===== src/include/eii_pkg.sv =====
// Behaviour
// (RQ1) Auto start set: enable flag is set whenever controller enters an executing mode; code ignores an execMode rise in the first cycle after reset.
// (RQ2) Input select binds channel to input 0..N, N = min(15, highest input).
// (RQ3) Input select and auto start are configuration only; program writes ignored.
// (RQ4) In-service flag set when valid event detected and program unit runs.
// (RQ5) In-service flag cleared when the program unit completes.
// (RQ6) One active, one queued request; a further request sets the lost flag.
// (RQ7) Only hardware sets lost; program may read it or write it to clear.
// (RQ8) Queued flag set while a request waits, cleared by hardware, read only.
// (RQ9) Read-only enable flag reports whether the channel is enabled.
// (RQ10) On completion with a queued request, promote it and keep in-service set.
`default_nettype none
package eii_pkg;
  localparam int unsigned EII_MAX_SEL = 15;
  localparam logic [3:0] EII_SEL_RESET = 4'h0;
  localparam logic EII_FLAG_RESET = 1'b0;

  typedef enum logic [2:0] {
    EII_IDLE = 3'b001,
    EII_ACTIVE = 3'b010,
    EII_QUEUED = 3'b100
  } eii_state_t;

  // Program-visible status word
  typedef struct packed {
    logic autoStart;
    logic channelEnable;
    logic inService;
    logic queued;
    logic lost;
  } eii_status_t;
endpackage : eii_pkg
`default_nettype wire


===== src/hdl/eii_channel.sv =====
`default_nettype none
module eii_channel #(
  parameter int unsigned NUM_INPUTS = 16
) (
  input wire logic clk,
  input wire logic rst,
  input wire logic [NUM_INPUTS-1:0] fieldInputs,
  input wire logic [15:0] cfgInputSelect,
  input wire logic cfgAutoStart,
  input wire logic execMode,
  input wire logic enableSet,
  input wire logic enableClear,
  input wire logic unitDone,
  input wire logic lostWrite,
  input wire logic lostWriteData,
  output logic unitStart,
  output logic [15:0] inputSelectWord,
  output eii_pkg::eii_status_t status
);
  import eii_pkg::*;

  // ----------------------------------------
  // Configuration capture and input select
  // ----------------------------------------
  localparam int unsigned TOP_SEL =
    (NUM_INPUTS - 1 < EII_MAX_SEL) ? NUM_INPUTS - 1 : EII_MAX_SEL;

  function automatic logic [3:0] clampSel(input logic [15:0] raw);
    if (raw > 16'(TOP_SEL)) clampSel = 4'(TOP_SEL);
    else clampSel = raw[3:0];
  endfunction : clampSel

  logic [3:0] sel_q, sel_d;
  logic autoStart_q, autoStart_d;
  logic cfgLoaded_q, cfgLoaded_d;

  // Config latched once after reset; program has no write path
  always_comb begin
    sel_d = sel_q;
    autoStart_d = autoStart_q;
    cfgLoaded_d = 1'b1;
    if (!cfgLoaded_q) begin
      sel_d = clampSel(cfgInputSelect); // RQ2
      autoStart_d = cfgAutoStart; // RQ3
    end
  end

  // Configuration registers
  always_ff @(posedge clk) begin
    if (rst) begin
      sel_q <= EII_SEL_RESET;
      autoStart_q <= EII_FLAG_RESET;
      cfgLoaded_q <= 1'b0;
    end else begin
      sel_q <= sel_d;
      autoStart_q <= autoStart_d;
      cfgLoaded_q <= cfgLoaded_d;
    end
  end

  // ----------------------------------------
  // Input synchroniser and edge detect
  // ----------------------------------------
  logic [NUM_INPUTS-1:0] meta_q, sync_q;
  logic last_q, last_d;
  logic selLevel, event_w;

  // Two-flop synchroniser for the field pins
  always_ff @(posedge clk) begin
    if (rst) begin
      meta_q <= '0;
      sync_q <= '0;
    end else begin
      meta_q <= fieldInputs;
      sync_q <= meta_q;
    end
  end

  // Rising edge of the selected input is the event
  always_comb begin
    selLevel = sync_q[sel_q]; // RQ2
    last_d = selLevel;
    event_w = selLevel && !last_q && cfgLoaded_q;
  end

  // Previous level of the selected input
  always_ff @(posedge clk) begin
    if (rst) last_q <= 1'b0;
    else last_q <= last_d;
  end

  // ----------------------------------------
  // Enable, request queue and lost flag
  // ----------------------------------------
  eii_state_t state_q, state_d;
  logic enable_q, enable_d;
  logic lost_q, lost_d;
  logic execMode_q;
  logic start_d, start_q;
  logic req;

  // Enable control, request queue and lost flag next values
  always_comb begin
    enable_d = enable_q;
    if (enableClear) enable_d = 1'b0;
    if (enableSet) enable_d = 1'b1;
    if (execMode && !execMode_q && autoStart_q) enable_d = 1'b1; // RQ1
    req = event_w && enable_q;
    state_d = state_q;
    start_d = 1'b0;
    lost_d = lost_q;
    // Program may only clear lost; a written one is ignored
    if (lostWrite && !lostWriteData) lost_d = 1'b0; // RQ7
    unique case (state_q)
      EII_IDLE: begin
        if (req) begin
          state_d = EII_ACTIVE; // RQ4
          start_d = 1'b1;
        end
      end
      EII_ACTIVE: begin
        if (unitDone && req) start_d = 1'b1;
        else if (unitDone) state_d = EII_IDLE; // RQ5
        else if (req) state_d = EII_QUEUED; // RQ8
      end
      EII_QUEUED: begin
        if (unitDone) begin
          state_d = EII_ACTIVE; // RQ10
          start_d = 1'b1;
        end
        if (req && !unitDone) lost_d = 1'b1; // RQ6
        if (req && unitDone) state_d = EII_QUEUED;
      end
      default: state_d = EII_IDLE;
    endcase
  end

  // Queue state, enable and lost registers
  always_ff @(posedge clk) begin
    if (rst) begin
      state_q <= EII_IDLE;
      enable_q <= EII_FLAG_RESET;
      lost_q <= EII_FLAG_RESET;
      execMode_q <= 1'b0;
      start_q <= 1'b0;
    end else begin
      state_q <= state_d;
      enable_q <= enable_d;
      lost_q <= lost_d;
      execMode_q <= execMode;
      start_q <= start_d;
    end
  end

  // ----------------------------------------
  // Program-visible outputs
  // ----------------------------------------
  // Status fields all read only except lost
  always_comb begin
    unitStart = start_q;
    inputSelectWord = {12'h000, sel_q}; // RQ3
    status.autoStart = autoStart_q;
    status.channelEnable = enable_q; // RQ9
    status.inService = (state_q != EII_IDLE); // RQ4
    status.queued = (state_q == EII_QUEUED); // RQ8
    status.lost = lost_q;
  end

  // ----------------------------------------
  // Checks
  // ----------------------------------------
  // Checks guard the queue, lost and enable flag transitions and the input select range
  chk_lost_on_overflow: assert property ( // RQ6
    @(posedge clk) disable iff (rst)
    (state_q == EII_QUEUED && req && !unitDone && !lostWrite)
      |=> status.lost)
    else $error("overflow did not set lost");
  chk_lost_sticky: assert property ( // RQ7
    @(posedge clk) disable iff (rst)
    status.lost && !lostWrite |=> status.lost)
    else $error("lost cleared without a write");
  chk_lost_set_source: assert property ( // RQ7
    @(posedge clk) disable iff (rst)
    !status.lost && !(state_q == EII_QUEUED && req && !unitDone)
      |=> !status.lost)
    else $error("lost set without an overflow");
  chk_done_clears: assert property ( // RQ5
    @(posedge clk) disable iff (rst)
    (state_q == EII_ACTIVE && unitDone && !req) |=> !status.inService)
    else $error("in-service not cleared on completion");
  chk_event_starts: assert property ( // RQ4
    @(posedge clk) disable iff (rst)
    (state_q == EII_IDLE && req) |=> status.inService && unitStart)
    else $error("event did not start program unit");
  chk_queue_promote: assert property ( // RQ10
    @(posedge clk) disable iff (rst)
    (state_q == EII_QUEUED && unitDone && !req)
      |=> !status.queued && status.inService && unitStart)
    else $error("queued request not promoted");
  chk_queue_set: assert property ( // RQ8
    @(posedge clk) disable iff (rst)
    (state_q == EII_ACTIVE && req && !unitDone) |=> status.queued)
    else $error("queued flag not set");
  chk_auto_enable: assert property ( // RQ1
    @(posedge clk) disable iff (rst)
    (execMode && !execMode_q && autoStart_q) |=> status.channelEnable)
    else $error("auto start did not enable");
  chk_disabled_ignores: assert property ( // RQ9
    @(posedge clk) disable iff (rst)
    (!enable_q && state_q == EII_IDLE) |=> !unitStart)
    else $error("disabled channel started a unit");
  chk_sel_range: assert property ( // RQ2
    @(posedge clk) disable iff (rst)
    sel_q <= 4'(TOP_SEL) && $stable(sel_q) || !cfgLoaded_q
      || !$past(cfgLoaded_q))
    else $error("input select out of range or changed");

  cov_single: cover property (@(posedge clk) disable iff (rst)
    state_q == EII_IDLE ##1 state_q == EII_ACTIVE ##[1:20] state_q == EII_IDLE);
  cov_queue: cover property (@(posedge clk) disable iff (rst)
    state_q == EII_QUEUED ##[1:20] state_q == EII_ACTIVE);
  cov_lost: cover property (@(posedge clk) disable iff (rst)
    $rose(status.lost));
  cov_prog_clear: cover property (@(posedge clk) disable iff (rst)
    $fell(status.lost));
endmodule : eii_channel
`default_nettype wire


===== config.mk =====
export PLATFORM = sky130hd
export DESIGN_NAME = eii_channel
export DESIGN_NICKNAME = d
export VERILOG_FILES = /design/src/include/eii_pkg.sv /design/src/hdl/eii_channel.sv
export SDC_FILE = /design/constraint.sdc
export NUM_CORES = 1
export LEC_CHECK = 0
export ABC_AREA = 1
export BUFFER_PORTS_ARGS = -buffer_cell sky130_fd_sc_hd__buf_2
export CORE_MARGIN = 3
export CORE_UTILIZATION = 40
export DETAILED_ROUTE_END_ITERATION = 8
export PLACE_DENSITY = 0.65
export SYNTH_ARGS = -nofsm -noshare
export SYNTH_HDL_FRONTEND = slang
export SYNTH_SLANG_ARGS = --single-unit

===== constraint.sdc =====
create_clock -name clk -period 3.3 [get_ports clk]
set_clock_uncertainty 0.2 [all_clocks]
set_input_delay 0.495 -clock clk [delete_from_list [all_inputs] [get_ports clk]]
set_output_delay 0.495 -clock clk [all_outputs]
set_load 0.1 [all_outputs]

### Word-level counts from Yosys, hierarchy flattened

Cells that the tools add are included.

| word-level totals | value |
|---|---|
| bits of input ports | 41 |
| bits in registers | 46 |
| word-level logic and storage cells | 56 |
| output and inout bits | 22 |

| cells by class | value |
|---|---|
| reductions and logical operators | 14 |
| equal/unequal tests | 8 |
| multiplexer cells | 21 |
| order comparisons | 2 |

Operator list:

| operator | count |
|---|---|
| 3-bit two-way mux | 6 |
| 16-bit by 4-bit > comparator with 1-bit output (second input constant) | 1 |
| 1-bit two-way mux | 11 |
| 3-bit one-hot mux with 3 select lines | 1 |
| 1-bit logical AND | 8 |
| 4-bit by 5-bit < comparator with 1-bit output (second input constant) | 1 |
| 1-bit binary-select mux with 4-bit select | 1 |
| 1-bit zero test | 4 |
| 4-bit two-way mux | 1 |
| 2-bit inequality test (second input constant) | 2 |
| 4-bit AND reduction | 1 |
| 3-bit by 1-bit equality test with 1-bit output (second input constant) | 1 |
| 3-bit by 2-bit equality test with 1-bit output (second input constant) | 1 |
| 3-bit equality test (second input constant) | 1 |
| 3-bit by 1-bit inequality test with 1-bit output (second input constant) | 1 |
| 3-bit by 2-bit inequality test with 1-bit output (second input constant) | 1 |
| 3-bit inequality test (second input constant) | 1 |
| 1-bit one-hot mux with 3 select lines | 1 |
| 3-bit nonzero test | 1 |

### Depth between registers and ports, before layout

| logic depth | value |
|---|---|
| word-level depth | 9 |
| gate-level depth with buffers | 14 |
| gate-level depth less buffers | 13 |

### Worst setup path before layout

No wires, ideal clock.

| timing path | value |
|---|---|
| path kind | register to register |
| start | reg state_q[2] |
| end | reg state_q[1] |
| slack | 615 ps |
| clock period less this slack | 2685 ps |
| arrival | 2372 ps |
| required time | 2987 ps |
| buffers on the path | 0 |
| setup time | 113 ps |
| cell stages (with the launch flop) | 8 |
| cell sequence | dfxtp_1 -> inv_1 -> nor3_2 -> nand2_1 -> nand3_4 -> nand2_1 -> nand2_1 -> nor2_1 |

RTL lines:

| item | line | RTL |
|---|---|---|
| start, declared | eii_channel.sv:95 | `eii_state_t state_q, state_d;` |
| start signal, assigned | eii_channel.sv:147 | `state_q <= state_d;` |

==> results.sh <==
export IMPL_fp_dieH_um=75.9
export IMPL_fp_dieW_um=75.9
export IMPL_cap_violations=0
export IMPL_syn_area_um2=1950
export IMPL_clk_pin_slew_worst_paths_ps=90
export IMPL_ir_drop_uv=201
export IMPL_power_frac_seq_pct=44.4
export IMPL_port_buffers=50
export IMPL_mostFrequentLayoutCell="inv_1"
export IMPL_netlist_instances=254
export IMPL_clk_latency_ps=290
export IMPL_ys_types=24
export IMPL_clockBufferDepth=2
export IMPL_routedWlPerCell_um=8.59
export IMPL_final_layout_size_suffix_gt1_share_pct=28.2
export IMPL_dieArea_um2=5760
export IMPL_clkPwrFrac_pct=24.3
export IMPL_cts_tree="yes"
export IMPL_max_freq_mhz=438
export IMPL_drc=0
export IMPL_p_int_w=0.000860
export IMPL_rows=24
export IMPL_hold_viol_final=0
export IMPL_ys_seq_area_share_pct=47.1
export IMPL_gp_congestion=0.883
export IMPL_ys_warn_count=0
export IMPL_critPathRequiredTime_ps=2600
export IMPL_totalWireLength_um=3150
export IMPL_syn2layout_area_growth_pct=16.4
export IMPL_layout_setup_ws_ps=1010
export IMPL_status="finished clean"
export IMPL_rsz0062_at_grt="no"
export IMPL_setup_viol=0
export IMPL_antenna_found_initial=0
export IMPL_slew_violations=0
export IMPL_multiInputGateArea_um2=678
export IMPL_vias=1481
export IMPL_nets=341
export IMPL_cp_max_fo=7
export IMPL_start_kind="register"
export IMPL_htree_levels=2
export IMPL_cp_end_kind="output port"
export IMPL_io_pins=63
export IMPL_ctsResizeCount=0
export IMPL_ant_nets=0
export IMPL_hold_class="in2reg"
export IMPL_cts_sinks=46
export IMPL_period_needed_ps=2290
export IMPL_leakage_nw=1.19
export IMPL_nFillCells=439
export IMPL_cts_root_buffer_cell="clkbuf_8"
export IMPL_grt_pass1_wl_um=5310
export IMPL_p_comb_share_pct=31.3
export IMPL_worst_ep_arrival_time_ps=1590
export IMPL_setup_tns_ps=0
export IMPL_swShare_pct=39.5
export IMPL_p_sw_w=0.000561
export IMPL_worstSetupPathType="reg2out"
export IMPL_grt_overflow_total=0
export IMPL_period_share_pct=69.3
export IMPL_maxSlewHeadroom_pct=51.1
export IMPL_grt_pass1_vias=1249
export IMPL_final_cell_mix="inv_1, buf_2, dfxtp_1"
export IMPL_initial_core_util_pct=43.1
export IMPL_core_um2=4530
export IMPL_grt_max_degree=43
export IMPL_vias_per_cell=4.05
export IMPL_cts_setup_buffers=0
export IMPL_syn_area_per_cell_um2=7.69
export IMPL_initialDrtViolationCount=56
export IMPL_register_area_um2=921
export IMPL_ys_ff_latch=46
export IMPL_dpl_hpwl_um=2340
export IMPL_cts_buffers=5
export IMPL_post_place_ws_ps=1360
export IMPL_powerDensity_nw_per_um2=625
export IMPL_worstMarginPinSlew_ps=734
export IMPL_antenna_cells=0
export IMPL_grt_util_all_layers_pct=12.1
export IMPL_cts_hold_buf=0
export IMPL_first_pass_iters=4
-- flip-flops by register name, summed over array words and instances, names as in the netlist --
signal,count
unitStart,1
sel_q,4
sync_q,16
meta_q,16
execMode_q,1
lost_q,1
last_q,1
state_q,3
enable_q,1
autoStart_q,1
cfgLoaded_q,1
-- synth_stat cells (all sizes together) --
library cell	count	share of area, %
a21oi	10	2.6
buf	16	6.3
clkbuf	6	1.2
clkinv	1	0.26
conb	1	0.19
dfxtp	46	47
inv	63	12
nand2	37	8.8
nand3	17	6.3
nand4	3	0.96
nor2	40	8.5
nor3	3	1.5
nor4	3	0.96
o211ai	1	0.38
o21ai	2	0.51
o31ai	5	1.9
-- cell type report --
class	count	share of cell area (%)
tap	65	3.58
inverter	64	11.0
sequential	46	40.5
timing repair buffer	50	11.0
clock buffer	5	3.03
clock inverter	3	1.10
multi-input combinational	133	29.8
-- cells by family (layout without fill, tap and decap cells) --
group | Yosys count | after routing | synth area share [%]
AO/OA/AOI/OAI | 18 | 18 | 5.38
buffers and inverters | 86 | 122 | 20.2
flip-flops | 46 | 46 | 47.1
other | 1 | 12 | 0.192
AND/OR/NAND/NOR | 103 | 103 | 27.0
-- critical path, stage by stage, from the launching register on --
cell and delay (ps):
dfxtp_1 390, inv_1 80, nor3_2 320, buf_2 510
-- per-stage QoR --
stage,instance area [um2],hold slack (ps),power [W],util [%],cells
3_5_place_dp,2180,192,0.00109,48.1,358
2_1_floorplan,1990,188,0.00103,-,265
3_3_place_gp,2180,192,0.00109,48.1,358
6_report,2270,189,0.00142,50.1,366
5_1_grt,2270,177,0.00150,50.1,366
4_1_cts,2270,176,0.00144,50.1,366
-- final timing paths --
path / slack [ps] / end / start / cells after the start
worst max-delay path: 1010 / status[1] / state_q[2] / 3
worst min-delay path: 190 / meta_q[6] / fieldInputs[6] / 3
worst max register to register: 1430 / state_q[2] / sel_q[0] / 11
worst min register to register: 200 / sync_q[14] / meta_q[14] / 2
-- power groups by stage --
| stage | Sequential [W] | Combinational (W) | Clock (W) |
|---|---|---|---|
| after floorplan | 0.000665 | 0.000363 | 0 |
| after global placement | 0.000643 | 0.000443 | 0 |
| after detailed placement | 0.000645 | 0.000445 | 0 |
| after CTS | 0.000632 | 0.000446 | 0.000361 |
| after global routing | 0.000638 | 0.000482 | 0.000383 |
| final | 0.000632 | 0.000445 | 0.000345 |
-- metal layers --
layer	routed length [um]	vias up	GRT usage (%)
met5	0	-	0
met4	72	0	6.41
met3	241	7	3.69
met2	1420	48	19.8
met1	1410	612	14.3
li1	-	814	-
No activity file was read; power rests on OpenSTA's default activity.
